[config.mk]
export PLATFORM = sky130hd
export DESIGN_NAME = slk_device_flat
export DESIGN_NICKNAME = d
export VERILOG_FILES = /design/src/logic/slk_pkg.sv /design/src/logic/slk_if.sv /design/src/logic/slk_device.sv /design/src/flat_wrapper.sv
export SDC_FILE = /design/constraint.sdc
export NUM_CORES = 1
export LEC_CHECK = 0
export ABC_AREA = 1
export BUFFER_PORTS_ARGS = -buffer_cell sky130_fd_sc_hd__buf_2
export CORE_MARGIN = 3
export CORE_UTILIZATION = 45
export DETAILED_ROUTE_END_ITERATION = 8
export PLACE_DENSITY_LB_ADDON = 0.08
export SYNTH_ARGS = -nofsm -noshare
export SYNTH_HDL_FRONTEND = slang
export SYNTH_SLANG_ARGS = --single-unit
[constraint.sdc]
create_clock -name clk -period 7.91 [get_ports clk]
set_input_delay 0.3955 -clock clk [delete_from_list [all_inputs] [get_ports clk]]
set_output_delay 0.3955 -clock clk [all_outputs]
set_load 0.02 [all_outputs]
[src/logic/slk_pkg.sv]
/*
  Shared constants and types for the streaming link user-side pair.
  Assumes one 50 MHz clock shared by both ends.
*/
package slk_pkg;
  // Stream and error widths
  localparam int DATA_W = 64;
  localparam int ERR_W = 4;
  localparam int ERR_OVF = 0;
  localparam int ERR_SEU_FIX = 1;
  localparam int ERR_SEU_BAD = 2;
  localparam int ERR_GAP = 3;
  // Timing
  localparam int CLK_MHZ = 50;
  localparam int SEQ_NS = 1000;
  localparam int LINK_NS = 2000;
  localparam int SEQ_CYC = (SEQ_NS * CLK_MHZ + 999) / 1000;
  localparam int LINK_CYC = (LINK_NS * CLK_MHZ + 999) / 1000;
  localparam int CNT_W = 8;
  // Lane rate divider, one tick every LANE_DIV cycles
  localparam logic [1:0] LANE_DIV = 2'h2;
  // Adaptation FIFO
  localparam int FIFO_AW = 3;
  localparam logic [FIFO_AW:0] FIFO_DEPTH = 4'h8;
  // Idle cycles required between bursts
  localparam logic [7:0] BURST_GAP = 8'h02;
  // Register map, byte addresses
  localparam int ADR_W = 4;
  localparam logic [ADR_W-1:0] REG_CTRL = 4'h0;
  localparam logic [ADR_W-1:0] REG_STAT = 4'h4;
  localparam logic [ADR_W-1:0] REG_CLR = 4'h8;
  localparam logic [ADR_W-1:0] REG_RXCNT = 4'hC;
  // Control fields
  localparam int CTL_GO = 0;
  localparam int CTL_BURST = 1;
  localparam int CTL_ADV = 2;
  localparam int CTL_CRCEN = 3;
  localparam int CTL_INJ = 4;
  localparam int CTL_MRST = 5;
  localparam int CTL_IE_LSB = 8;
  localparam int CTL_LEN_LSB = 16;
  localparam logic [31:0] CTRL_RST = 32'h0004_0000;
  // Generator states
  typedef enum logic [1:0] {GEN_IDLE, GEN_RUN, GEN_GAP} slk_gen_t;
endpackage

[src/logic/slk_if.sv]
/*
  Carrier between the link core end and the user logic end.
  Assumes both ends run on the same clock.
*/
`timescale 1ns/100ps
`default_nettype none
interface slk_if;
  // Transmit stream
  logic [slk_pkg::DATA_W-1:0] txData;
  logic txValid;
  logic txReady;
  logic burstFirstWordFlag;
  logic burstLastWordFlag;
  logic txCrcInject;
  logic [slk_pkg::ERR_W-1:0] txError;
  logic txLinkUp;
  // Management
  logic burstMode;
  logic advancedMode;
  logic crcInjectEnable;
  logic mgmtReset;
  logic [slk_pkg::ERR_W-1:0] errIntEnable;
  logic [slk_pkg::ERR_W-1:0] errClear;
  logic [slk_pkg::ERR_W-1:0] errStatus;
  logic errInterrupt;
  // Receive side
  logic rxUserTick;
  logic rxUserReset;
  logic rxIfTick;
  logic rxIfReset;
  logic rxLinkUp;
  logic [slk_pkg::DATA_W-1:0] rxData;
  logic rxValid;
  logic rxFirst;
  logic rxLast;
  logic rxCrcError;

  modport dev (
    input txData, txValid, burstFirstWordFlag, burstLastWordFlag,
    input txCrcInject, burstMode, advancedMode, crcInjectEnable,
    input mgmtReset, errIntEnable, errClear,
    output txReady, txError, txLinkUp, errStatus, errInterrupt,
    output rxUserTick, rxUserReset, rxIfTick, rxIfReset, rxLinkUp,
    output rxData, rxValid, rxFirst, rxLast, rxCrcError
  );
  modport usr (
    output txData, txValid, burstFirstWordFlag, burstLastWordFlag,
    output txCrcInject, burstMode, advancedMode, crcInjectEnable,
    output mgmtReset, errIntEnable, errClear,
    input txReady, txError, txLinkUp, errStatus, errInterrupt,
    input rxUserTick, rxUserReset, rxIfTick, rxIfReset, rxLinkUp,
    input rxData, rxValid, rxFirst, rxLast, rxCrcError
  );
endinterface
`default_nettype wire

[src/logic/slk_device.sv]
/*
  Link core end: transmit adaptation FIFO, error vector and sticky
  status with interrupt, receive clock enables, resets and link-up.
  Assumes the user end on the same clock drives the carrier.
*/
`timescale 1ns/100ps
`default_nettype none
// Notes on behaviour
// - Burst mode: first-word flag on first word
// - Continuous: first-word flag once at start
// - Burst mode: last-word flag on final word
// - Continuous: last-word flag optional, accepted both ways
// - Error bit 0 flags FIFO overflow
// - Error bit 1: corrected upset, ECC only; tied low here, never set
// - Error bit 2: uncorrectable upset, ECC only
// - Error bit 3: gap differs from set gap
// - Inject input forces CRC errors when enabled
// - Management enables injection before inject works
// - Interrupt high when enabled status bit set
// - Interrupt low once enabled bits all cleared
// - Standard mode: receive transfer tick output
// - Standard mode: receive reset for that domain
// - Receive user reset only in standard mode
// - Advanced mode: interface tick for transfers
// - Advanced: interface reset while management reset
// - Advanced: interface reset drops after sequence
// - Link ready once initialisation complete
// - User ignores receive data while link down
// - Ready only after transmit link up
module slk_device (
  input wire logic clk,
  input wire logic rst,
  input wire logic eccEnable,
  slk_if.dev link
);
  localparam int AW = slk_pkg::FIFO_AW;
  localparam int EW = slk_pkg::DATA_W + 4;

  ////////////////////////////////////////////////////////////////////
  // Reset sequence and link initialisation
  logic [slk_pkg::CNT_W-1:0] initCnt_q; // Cycles since reset
  logic seqDone; // Internal reset sequence finished
  logic linkDone; // Initialisation finished
  assign seqDone = initCnt_q >= slk_pkg::CNT_W'(slk_pkg::SEQ_CYC);
  assign linkDone = initCnt_q >= slk_pkg::CNT_W'(slk_pkg::LINK_CYC);

  // Counter restarts on management reset
  always_ff @(posedge clk or posedge rst) begin
    if (rst) begin
      initCnt_q <= '0;
    end else if (link.mgmtReset) begin
      initCnt_q <= '0;
    end else if (!linkDone) begin
      initCnt_q <= initCnt_q + 1'b1;
    end
  end

  ////////////////////////////////////////////////////////////////////
  // Lane rate divider
  logic [1:0] divCnt_q; // Divider phase
  logic laneTick; // One-cycle lane rate enable
  assign laneTick = divCnt_q == slk_pkg::LANE_DIV - 2'h1;

  // Wraps at the lane divide ratio
  always_ff @(posedge clk or posedge rst) begin
    if (rst) begin
      divCnt_q <= '0;
    end else begin
      divCnt_q <= laneTick ? 2'h0 : divCnt_q + 2'h1;
    end
  end

  ////////////////////////////////////////////////////////////////////
  // Adaptation FIFO: entry is parity, crc mark, last, first, data
  logic [EW-1:0] mem [2**AW]; // FIFO storage
  logic [AW-1:0] wrPtr_q; // Write pointer
  logic [AW-1:0] rdPtr_q; // Read pointer
  logic [AW:0] fill_q; // Words held
  logic txReady_q; // Registered ready
  logic push; // Word accepted
  logic pop; // Word sent to the lane
  logic injectNow; // Corrupt this word
  logic [EW-1:0] wrEntry; // Entry being written
  logic [EW-1:0] rdEntry; // Entry at head
  logic [AW:0] fillD; // Next fill level
  logic overflow; // Push attempt while full
  logic parityBad; // Head entry parity mismatch

  // Even parity over the stored word
  function automatic logic parity(input logic [EW-2:0] v);
    parity = ^v;
  endfunction

  assign push = link.txValid && txReady_q;
  assign pop = laneTick && (fill_q != '0);
  assign overflow = link.txValid && (fill_q == slk_pkg::FIFO_DEPTH);
  assign injectNow = link.txCrcInject && link.crcInjectEnable;
  assign wrEntry[EW-2:0] = {injectNow, link.burstLastWordFlag,
                            link.burstFirstWordFlag, link.txData};
  assign wrEntry[EW-1] = parity(wrEntry[EW-2:0]);
  assign rdEntry = mem[rdPtr_q];
  assign parityBad = parity(rdEntry[EW-2:0]) != rdEntry[EW-1];
  assign fillD = fill_q + {{AW{1'b0}}, push} - {{AW{1'b0}}, pop};

  // Storage write, no reset needed
  always_ff @(posedge clk) begin
    if (push) begin
      mem[wrPtr_q] <= wrEntry;
    end
  end

  // Pointers, fill and ready
  always_ff @(posedge clk or posedge rst) begin
    if (rst) begin
      wrPtr_q <= '0;
      rdPtr_q <= '0;
      fill_q <= '0;
      txReady_q <= 1'b0;
    end else begin
      wrPtr_q <= wrPtr_q + AW'(push);
      rdPtr_q <= rdPtr_q + AW'(pop);
      fill_q <= fillD;
      txReady_q <= linkDone && !link.mgmtReset &&
                   (fillD != slk_pkg::FIFO_DEPTH);
    end
  end

  ////////////////////////////////////////////////////////////////////
  // Burst gap check
  logic [7:0] gapCnt_q; // Idle cycles since last word
  logic gapOpen_q; // A burst has ended
  logic gapErr; // Gap mismatch on a first word
  assign gapErr = push && link.burstFirstWordFlag && gapOpen_q &&
                  link.burstMode && (gapCnt_q != slk_pkg::BURST_GAP);

  // Starts at burst_last_word_flag, saturates
  always_ff @(posedge clk or posedge rst) begin
    if (rst) begin
      gapCnt_q <= '0;
      gapOpen_q <= 1'b0;
    end else if (push && link.burstLastWordFlag) begin
      gapCnt_q <= '0;
      gapOpen_q <= 1'b1;
    end else if (push && link.burstFirstWordFlag) begin
      gapOpen_q <= 1'b0;
    end else if (gapOpen_q && gapCnt_q != 8'hFF) begin
      gapCnt_q <= gapCnt_q + 8'h01;
    end
  end

  ////////////////////////////////////////////////////////////////////
  // Error vector, sticky status and interrupt
  logic [slk_pkg::ERR_W-1:0] errEvt; // This cycle's error events
  logic [slk_pkg::ERR_W-1:0] txError_q; // Error vector out
  logic [slk_pkg::ERR_W-1:0] errStatus_q; // Sticky status
  logic [slk_pkg::ERR_W-1:0] statusD; // Next status
  logic errInterrupt_q; // Interrupt level
  assign errEvt[slk_pkg::ERR_OVF] = overflow;
  assign errEvt[slk_pkg::ERR_SEU_FIX] = 1'b0;
  assign errEvt[slk_pkg::ERR_SEU_BAD] = pop && eccEnable && parityBad;
  assign errEvt[slk_pkg::ERR_GAP] = gapErr;
  assign statusD = (errStatus_q & ~link.errClear) | errEvt;

  // Events win over clears
  always_ff @(posedge clk or posedge rst) begin
    if (rst) begin
      txError_q <= '0;
      errStatus_q <= '0;
      errInterrupt_q <= 1'b0;
    end else begin
      txError_q <= errEvt;
      errStatus_q <= statusD;
      errInterrupt_q <= |(statusD & link.errIntEnable);
    end
  end

  ////////////////////////////////////////////////////////////////////
  // Receive side outputs
  logic rxUserTick_q; // Standard mode transfer tick
  logic rxIfTick_q; // Advanced mode transfer tick
  logic rxUserReset_q; // Standard mode reset
  logic rxIfReset_q; // Advanced mode reset
  logic linkUp_q; // Link ready
  logic [slk_pkg::DATA_W-1:0] rxData_q; // Received word
  logic rxValid_q; // Word valid
  logic rxFirst_q; // First of burst
  logic rxLast_q; // Last of burst
  logic rxCrc_q; // Word has CRC error

  // Ticks and resets follow the clocking mode
  always_ff @(posedge clk or posedge rst) begin
    if (rst) begin
      rxUserTick_q <= 1'b0;
      rxIfTick_q <= 1'b0;
      rxUserReset_q <= 1'b1;
      rxIfReset_q <= 1'b1;
      linkUp_q <= 1'b0;
    end else begin
      rxUserTick_q <= laneTick && !link.advancedMode;
      rxIfTick_q <= laneTick && link.advancedMode;
      rxUserReset_q <= !link.advancedMode && !seqDone;
      rxIfReset_q <= link.advancedMode &&
                     (link.mgmtReset || !seqDone);
      linkUp_q <= linkDone && !link.mgmtReset;
    end
  end

  // Word delivered in its tick cycle
  always_ff @(posedge clk or posedge rst) begin
    if (rst) begin
      rxData_q <= '0;
      rxValid_q <= 1'b0;
      rxFirst_q <= 1'b0;
      rxLast_q <= 1'b0;
      rxCrc_q <= 1'b0;
    end else begin
      rxValid_q <= pop;
      if (pop) begin
        rxData_q <= rdEntry[slk_pkg::DATA_W-1:0];
        rxFirst_q <= rdEntry[slk_pkg::DATA_W];
        rxLast_q <= rdEntry[slk_pkg::DATA_W+1];
        rxCrc_q <= rdEntry[slk_pkg::DATA_W+2];
      end else begin
        rxFirst_q <= 1'b0;
        rxLast_q <= 1'b0;
        rxCrc_q <= 1'b0;
      end
    end
  end

  ////////////////////////////////////////////////////////////////////
  // Carrier drive
  assign link.txReady = txReady_q;
  assign link.txError = txError_q;
  assign link.txLinkUp = linkUp_q;
  assign link.errStatus = errStatus_q;
  assign link.errInterrupt = errInterrupt_q;
  assign link.rxUserTick = rxUserTick_q;
  assign link.rxIfTick = rxIfTick_q;
  assign link.rxUserReset = rxUserReset_q;
  assign link.rxIfReset = rxIfReset_q;
  assign link.rxLinkUp = linkUp_q;
  assign link.rxData = rxData_q;
  assign link.rxValid = rxValid_q;
  assign link.rxFirst = rxFirst_q;
  assign link.rxLast = rxLast_q;
  assign link.rxCrcError = rxCrc_q;
endmodule // slk_device
`default_nettype wire

[src/flat_wrapper.sv]
// flat-port wrapper written by rule: the top's interface ports become plain ports
module slk_device_flat 
  (clk, rst, eccEnable, link_txData, link_txValid, link_burstFirstWordFlag, link_burstLastWordFlag, link_txCrcInject, link_burstMode, link_advancedMode, link_crcInjectEnable, link_mgmtReset, link_errIntEnable, link_errClear, link_txReady, link_txError, link_txLinkUp, link_errStatus, link_errInterrupt, link_rxUserTick, link_rxUserReset, link_rxIfTick, link_rxIfReset, link_rxLinkUp, link_rxData, link_rxValid, link_rxFirst, link_rxLast, link_rxCrcError);
  slk_if link_i ();
  input wire logic clk;
  input wire logic rst;
  input wire logic eccEnable;
  input wire logic [$bits(link_i.txData)-1:0] link_txData;
  input wire logic [$bits(link_i.txValid)-1:0] link_txValid;
  input wire logic [$bits(link_i.burstFirstWordFlag)-1:0] link_burstFirstWordFlag;
  input wire logic [$bits(link_i.burstLastWordFlag)-1:0] link_burstLastWordFlag;
  input wire logic [$bits(link_i.txCrcInject)-1:0] link_txCrcInject;
  input wire logic [$bits(link_i.burstMode)-1:0] link_burstMode;
  input wire logic [$bits(link_i.advancedMode)-1:0] link_advancedMode;
  input wire logic [$bits(link_i.crcInjectEnable)-1:0] link_crcInjectEnable;
  input wire logic [$bits(link_i.mgmtReset)-1:0] link_mgmtReset;
  input wire logic [$bits(link_i.errIntEnable)-1:0] link_errIntEnable;
  input wire logic [$bits(link_i.errClear)-1:0] link_errClear;
  output wire logic [$bits(link_i.txReady)-1:0] link_txReady;
  output wire logic [$bits(link_i.txError)-1:0] link_txError;
  output wire logic [$bits(link_i.txLinkUp)-1:0] link_txLinkUp;
  output wire logic [$bits(link_i.errStatus)-1:0] link_errStatus;
  output wire logic [$bits(link_i.errInterrupt)-1:0] link_errInterrupt;
  output wire logic [$bits(link_i.rxUserTick)-1:0] link_rxUserTick;
  output wire logic [$bits(link_i.rxUserReset)-1:0] link_rxUserReset;
  output wire logic [$bits(link_i.rxIfTick)-1:0] link_rxIfTick;
  output wire logic [$bits(link_i.rxIfReset)-1:0] link_rxIfReset;
  output wire logic [$bits(link_i.rxLinkUp)-1:0] link_rxLinkUp;
  output wire logic [$bits(link_i.rxData)-1:0] link_rxData;
  output wire logic [$bits(link_i.rxValid)-1:0] link_rxValid;
  output wire logic [$bits(link_i.rxFirst)-1:0] link_rxFirst;
  output wire logic [$bits(link_i.rxLast)-1:0] link_rxLast;
  output wire logic [$bits(link_i.rxCrcError)-1:0] link_rxCrcError;
  assign link_i.txData = link_txData;
  assign link_i.txValid = link_txValid;
  assign link_i.burstFirstWordFlag = link_burstFirstWordFlag;
  assign link_i.burstLastWordFlag = link_burstLastWordFlag;
  assign link_i.txCrcInject = link_txCrcInject;
  assign link_i.burstMode = link_burstMode;
  assign link_i.advancedMode = link_advancedMode;
  assign link_i.crcInjectEnable = link_crcInjectEnable;
  assign link_i.mgmtReset = link_mgmtReset;
  assign link_i.errIntEnable = link_errIntEnable;
  assign link_i.errClear = link_errClear;
  assign link_txReady = link_i.txReady;
  assign link_txError = link_i.txError;
  assign link_txLinkUp = link_i.txLinkUp;
  assign link_errStatus = link_i.errStatus;
  assign link_errInterrupt = link_i.errInterrupt;
  assign link_rxUserTick = link_i.rxUserTick;
  assign link_rxUserReset = link_i.rxUserReset;
  assign link_rxIfTick = link_i.rxIfTick;
  assign link_rxIfReset = link_i.rxIfReset;
  assign link_rxLinkUp = link_i.rxLinkUp;
  assign link_rxData = link_i.rxData;
  assign link_rxValid = link_i.rxValid;
  assign link_rxFirst = link_i.rxFirst;
  assign link_rxLast = link_i.rxLast;
  assign link_rxCrcError = link_i.rxCrcError;
  slk_device u_core (.clk(clk), .rst(rst), .eccEnable(eccEnable), .link(link_i));
endmodule
## Word level (Yosys, flattened, before mapping)

Memories as Yosys holds them, arrays and structs flattened.
Cells that the tools add are included.
W data, S select, Z words.

| operators by class | value |
|---|---|
| add/sub/neg operators | 7 |
| multiply operators | 0 |
| divide/modulo/power cells | 0 |
| magnitude comparators | 2 |
| equal/unequal tests | 8 |
| shifts and indexed selects | 0 |
| mux-type cells | 13 |
| bitwise gates (word level) | 4 |
| reductions and logical operators | 29 |

Operators with widths:

| cell | number |
|---|---|
| $reduce_xor A67 Y1 | 2 |
| $mux W8 | 5 |
| $logic_and A1 B1 Y1 | 18 |
| $add A8 B1 Y8 const B | 2 |
| $and A4 B4 Y4 | 2 |
| $ge A8 B6 Y1 const B | 1 |
| $ge A8 B7 Y1 const B | 1 |
| $ne A8 B2 Y1 const B | 1 |
| $ne A8 B8 Y1 const B | 1 |
| $mux W1 | 7 |
| $add A3 B1 Y3 | 2 |
| $add A4 B1 Y4 | 1 |
| $eq A4 B4 Y1 const B | 1 |
| $ne A2 B2 Y1 const B | 2 |
| $ne A4 B4 Y1 const B | 1 |
| $not A4 Y4 | 1 |
| $or A4 B4 Y4 | 1 |
| $reduce_bool A2 Y1 | 2 |
| $reduce_bool A4 Y1 | 1 |
| $reduce_or A4 Y1 | 1 |
| $sub A4 B1 Y4 | 1 |
| $logic_not A1 Y1 | 3 |
| $add A2 B1 Y2 const B | 1 |
| $eq A2 B1 Y1 const B | 1 |
| other kinds (4) | 4 |

| storage, ports and cells | value |
|---|---|
| register bits | 111 |
| latch bits | 0 |
| RAM bits | 544 |
| memory bits (read-only) | 0 |
| bits of input ports | 83 |
| output and inout port bits | 84 |
| word-level logic and storage cells | 85 |
| memories | 1 |

Memories:

| memory | words | bits a word | read ports | clocked after memory_dff | wr ports | line | RTL |
|---|---|---|---|---|---|---|---|
| u_core.mem | 8 | 68 | 1 | 0 | 1 | slk_device.sv:75 | `logic [EW-1:0] mem [2**AW];` |

## Depth between registers and ports, before layout

| depth | value |
|---|---|
| depth after elaboration | 8 |
| gate-level depth with buffers | 30 |
| depth with buffers taken out | 27 |

## Least setup slack after synthesis

No wires, ideal clock.

| timing | value |
|---|---|
| kind | reg-to-reg |
| from | reg u_core.txReady_q (netlist: u_core.link.txReady) |
| to | mem u_core.mem[0][0] (netlist name) (enable) |
| setup time | 494 ps |
| arrival | 3677 ps |
| data required time | 7416 ps |
| slack | 3739 ps |
| cell stages (with the launch flop) | 4 |
| buffers on the path | 0 |
| clock period less this slack | 4171 ps |
| cell sequence | dfrtp_1 -> nand2_1 -> or2_2 -> nor2_1 |

| between the ends | value |
|---|---|
| word-level cells in the longest chain between the ends | 3 |

RTL lines:

| what | line | RTL |
|---|---|---|
| from (decl) | slk_device.sv:79 | `logic txReady_q;` |
| from (signal assigned) | slk_device.sv:123 | `txReady_q <= linkDone && !link.mgmtReset &&` |
| $logic_and A1 B1 Y1 | slk_device.sv:94 | `assign push = link.txValid && txReady_q;` |
| $mux W1 | slk_device.sv:107 | `if (push) begin` |
| $mux W1 (not written as such) | slk_device.sv:108 | `mem[wrPtr_q] <= wrEntry;` |
| to (decl) | slk_device.sv:75 |  |

No other way between the ends.

## Worst setup path in the final report

| timing | value |
|---|---|
| from | reg u_core.rdPtr_q[0] |
| to | reg u_core.errInterrupt_q (netlist: u_core.link.errInterrupt) |

| between the ends | value |
|---|---|
| word-level cells in the longest chain between the ends | 7 |

RTL lines:

| what | line | RTL |
|---|---|---|
| from (decl) | slk_device.sv:77 | `logic [AW-1:0] rdPtr_q;` |
| from (signal assigned) | slk_device.sv:121 | `rdPtr_q <= rdPtr_q + AW'(pop);` |
| $mem_v2 Z8 W68 (*) | -- |  |
| $reduce_xor A67 Y1 | slk_device.sv:91 | `parity = ^v;` |
| $ne A1 B1 Y1 (*) | slk_device.sv:102 | `assign parityBad = parity(rdEntry[EW-2:0]) != rdEntry[EW-1];` |
| $logic_and A1 B1 Y1 (*) | slk_device.sv:160 | `assign errEvt[slk_pkg::ERR_SEU_BAD] = pop && eccEnable && parityBad;` |
| $or A4 B4 Y4 (*) | slk_device.sv:162 | `assign statusD = (errStatus_q & ~link.errClear) \| errEvt;` |
| named net u_core.statusD, one bit | slk_device.sv:156 | `logic [slk_pkg::ERR_W-1:0] statusD;` |
| $and A4 B4 Y4 (*) | slk_device.sv:173 | `errInterrupt_q <= \|(statusD & link.errIntEnable);` |
| $reduce_or A4 Y1 (*) | slk_device.sv:173 |  |
| to (signal assigned) | slk_device.sv:173 |  |
| to (decl) | slk_device.sv:157 | `logic errInterrupt_q;` |

Mark *: on every way through the listed nets, which the timed path passes. The rest lies on a longest branch.
A chain may end at the register's enable or synchronous reset.

==> results.sh <==
export IMPL_status="finished, final reports clean"
export IMPL_post_cts_setup_buffers=0
export IMPL_worstSetupPathType="reg -> reg"
export IMPL_clk_latency_ns=0.61
export IMPL_dp_cells=4027
export IMPL_finClkSkew_ns=0.0294
export IMPL_grt_pass1_vias=19956
export IMPL_synth_top_area_frac=0.544
export IMPL_fin_nets=3342
export IMPL_reg2reg_slack_ns=2.52
export IMPL_end_kind="flip-flop"
export IMPL_fmax_mhz=185
export IMPL_placementRows=94
export IMPL_dr_pass1_iters=5
export IMPL_yosysUniqueCellTypes=44
export IMPL_start_util=0.455
export IMPL_antenna_left=0
export IMPL_ys_ff_latch=655
export IMPL_fin_crit_sh=0.682
export IMPL_vias=20842
export IMPL_drv_slew=0
export IMPL_synthFlopType="edfxtp_1"
export IMPL_crit_required_ns=8.44
export IMPL_worst_slew_pin_slew_ns=1.15
export IMPL_grt_max_degree=151
export IMPL_drt_vias_per_instance=5.00
export IMPL_drt_iter0_markers=1532
export IMPL_layout_drive_gt1_share=0.105
export IMPL_cp_max_fo=67
export IMPL_hp_class="in -> async"
export IMPL_die_area_sq_um=69900
export IMPL_final_cells=4169
export IMPL_drt_wl_total_microns=76000
export IMPL_post_drt_wl_per_cell_microns=18.2
export IMPL_p_leak_nw=14.8
export IMPL_multi_input_area_sq_um=8690
export IMPL_grt_pass1_wl_microns=118000
export IMPL_grt_overflow_total=0
export IMPL_power_density_nw_per_um2=393
export IMPL_die_x_microns=264
export IMPL_fin_setup_tns_ns=0
export IMPL_area_growth_pct=12.1
export IMPL_maxCapViolCount=0
export IMPL_synth_top_area_cell="edfxtp_1"
export IMPL_path_clk_slew_ns=0.06
export IMPL_max_vdd_ir_drop_mv=0.207
export IMPL_worstPathArrival_ns=5.92
export IMPL_antenna_found_initial=8
export IMPL_rr_endpoint="u_core.link.errInterrupt$_DFF_PP0_"
export IMPL_p_total_mw=13.2
export IMPL_comb_power_share=0.421
export IMPL_ys_seq_area_frac=0.637
export IMPL_swShare=0.423
export IMPL_crit_path_end="u_core.link.errInterrupt$_DFF_PP0_"
export IMPL_seqPwrFrac=0.327
export IMPL_ios=167
export IMPL_synth_edff_count=544
export IMPL_max_slew_margin=0.237
export IMPL_cts_tree="done"
export IMPL_die_h_microns=264
export IMPL_ys_warn_count=0
export IMPL_drc=0
export IMPL_r2r_start="u_core.rdPtr_q[0]$_DFF_PP0_"
export IMPL_hold_viol=0
export IMPL_async_reset_ff_frac=0.169
export IMPL_syn_area_per_cell_sq_um=9.67
export IMPL_rsz0062_at_grt="no"
export IMPL_syn_area_sq_um=30000
export IMPL_worstSetupStartpoint="u_core.rdPtr_q[0]$_DFF_PP0_"
export IMPL_reg2reg_depth=23
export IMPL_io_buffer_count=165
export IMPL_cts_root_buffer="clkbuf_16"
export IMPL_period_needed_ns=5.39
export IMPL_cts_max_level=3
export IMPL_setup_violations_final=0
export IMPL_fp_coreArea_sq_um=66000
export IMPL_regArea_sq_um=19100
export IMPL_numClockSinks=655
export IMPL_intPower_mw=7.63
export IMPL_cts_buffers=74
export IMPL_grt_use_total=0.218
export IMPL_syn_instance_count=3106
export IMPL_ys_top_cells_by_area="edfxtp_1, nand2_1, dfrtp_1, inv_1, nand3_1"
export IMPL_mappedNetlistNets=3204
export IMPL_fillers=5877
export IMPL_gp_congestion=0.818
export IMPL_clkPwrFrac=0.252
export IMPL_clk_path_buf_depth=3
export IMPL_power_switching_mw=5.59
export IMPL_start_kind="flip-flop"
export IMPL_hpwlAfterDp_microns=43500
[layout make-up]
type                            count  share of cell area
Inverter                          353              0.0398
Clock inverter                     30             0.00665
Sequential cell                   655               0.568
Clock buffer                      106              0.0631
Timing Repair Buffer              195              0.0320
Tap cell                          864              0.0321
Antenna cell                        1           0.0000743
Multi-Input combinational cell   1965               0.258
[per-stage QoR]
stage / setup slack, ns / util / cell area, sq um / hold slack [ns]
after floorplan: 3.74 / - / 30000 / 0.400
after CTS: 2.50 / 0.510 / 33700 / 0.0176
after global placement: 3.10 / 0.474 / 31300 / 0.410
final: 2.52 / 0.510 / 33700 / 0.0252
after global routing: 2.16 / 0.510 / 33700 / 0.0434
after detailed placement: 3.08 / 0.474 / 31300 / 0.427
[power by group through the flow]
stage                     sequential, mW  clock [mW]  combinational [mW]
after floorplan                     4.42           0                4.12
after global placement              4.40           0                5.51
after detailed placement            4.40           0                5.60
after CTS                           4.34        3.40                5.64
after global routing                4.37        3.54                6.33
final                               4.33        3.33                5.57
[layout by cell type (no fill, tap or decap), types with 4 or more instances in the layout]
| cell type | instances |
|---|---|
| a21oi_1 | 15 |
| buf_2 | 165 |
| buf_4 | 24 |
| clkbuf_1 | 20 |
| clkbuf_16 | 77 |
| clkbuf_8 | 9 |
| clkinv_1 | 7 |
| clkinv_2 | 18 |
| dfrtp_1 | 106 |
| dlygate4sd3_1 | 5 |
| edfxtp_1 | 544 |
| ha_1 | 14 |
| inv_1 | 343 |
| inv_2 | 5 |
| inv_4 | 4 |
| nand2_1 | 1149 |
| nand2_2 | 4 |
| nand3_1 | 243 |
| nor2_1 | 216 |
| nor2_4 | 8 |
| nor3_1 | 7 |
| o21ai_0 | 138 |
| o21ai_1 | 54 |
| o21ai_2 | 18 |
| o22ai_1 | 4 |
| xnor2_1 | 54 |
| xor2_1 | 18 |
[worst min path at each step]
stage	end	slack, ns	depth (start not counted)
after floorplan	u_core.divCnt_q[1]$_DFF_PP0_	0.40	1
after global placement	u_core.divCnt_q[1]$_DFF_PP0_	0.41	1
after detailed placement	u_core.divCnt_q[1]$_DFF_PP0_	0.43	1
after CTS	u_core.link.txError[0]$_DFF_PP0_	0.02	3
after global routing	u_core.link.txError[0]$_DFF_PP0_	0.04	3
final	u_core.link.rxData[29]$_DFFE_PP0N_	0.03	2
[metal layers]
| metal | track usage | share of wire | up-vias |
|---|---|---|---|
| li1 | - | - | 10314 |
| met1 | 0.301 | 0.45 | 9932 |
| met2 | 0.365 | 0.48 | 470 |
| met3 | 0.0338 | 0.052 | 118 |
| met4 | 0.0535 | 0.020 | 8 |
| met5 | 0 | 0.00075 | - |
[logic make-up (layout without fill, tap and decap cells)]
group                      Yosys count  count (layout)  synth area share
and+or+nand+nor                   1635            1635             0.216
DFF                                655             655             0.637
buffers and inverters              486             684            0.0758
AOI/OAI and AO/OA                  242             242            0.0440
xor gates and xnor gates            72              72            0.0210
adders and majority gates           15              15           0.00650
other                                1               2          0.000125
[synthesized netlist by cell type, types with 2 or more instances]
cell type / instances
clkbuf_1: 31
xor2_1: 18
a211oi_1: 3
o22ai_1: 4
inv_2: 7
buf_6: 41
nand2_1: 1149
o221ai_1: 3
o21ai_0: 138
nand4_1: 2
o21ai_1: 54
buf_1: 9
nor2_1: 224
nor3_1: 7
inv_1: 345
o21ai_2: 18
dfrtp_1: 109
nand2_2: 4
edfxtp_1: 544
buf_2: 30
a21oi_1: 15
dfstp_2: 2
ha_1: 14
nand3_1: 243
xnor2_1: 54
buf_4: 20
[registers in the layout, summed over array words and instances, names as in the netlist, 2 cells and up]
name and flops:
u_core.divCnt_q 2, u_core.fill_q 4, u_core.gapCnt_q 8, u_core.initCnt_q 8, u_core.link.errStatus 4, u_core.link.rxData 64, u_core.link.txError 3, u_core.mem 544
u_core.rdPtr_q 3, u_core.wrPtr_q 3
[critical path, cell delays in order (launching register included)]
cell	delay, ns
dfrtp_4	0.91
buf_4	0.66
buf_4	0.72
nand2_1	0.11
nand3_1	0.11
nand2_1	0.08
o21ai_1	0.22
nand2_1	0.11
nand2_2	0.13
nand2_1	0.07
nand2_1	0.11
nand2_1	0.06
nand3_1	0.10
nand3_1	0.22
nand2_1	0.23
nand3_1	0.19
nand2_1	0.11
nand2_1	0.05
nand2_1	0.23
nand2_2	0.10
nand2_2	0.08
nand2_1	0.04
nand2_1	0.04
dlygate4sd3_1	0.54
[timing repair]
action,in CTS,in global routing
resized for setup,0,0
setup endpoints to repair,0,0
hold buffers,5,0
hold endpoints to repair,6,0
Note: power is estimated with default switching activity, not from simulation.
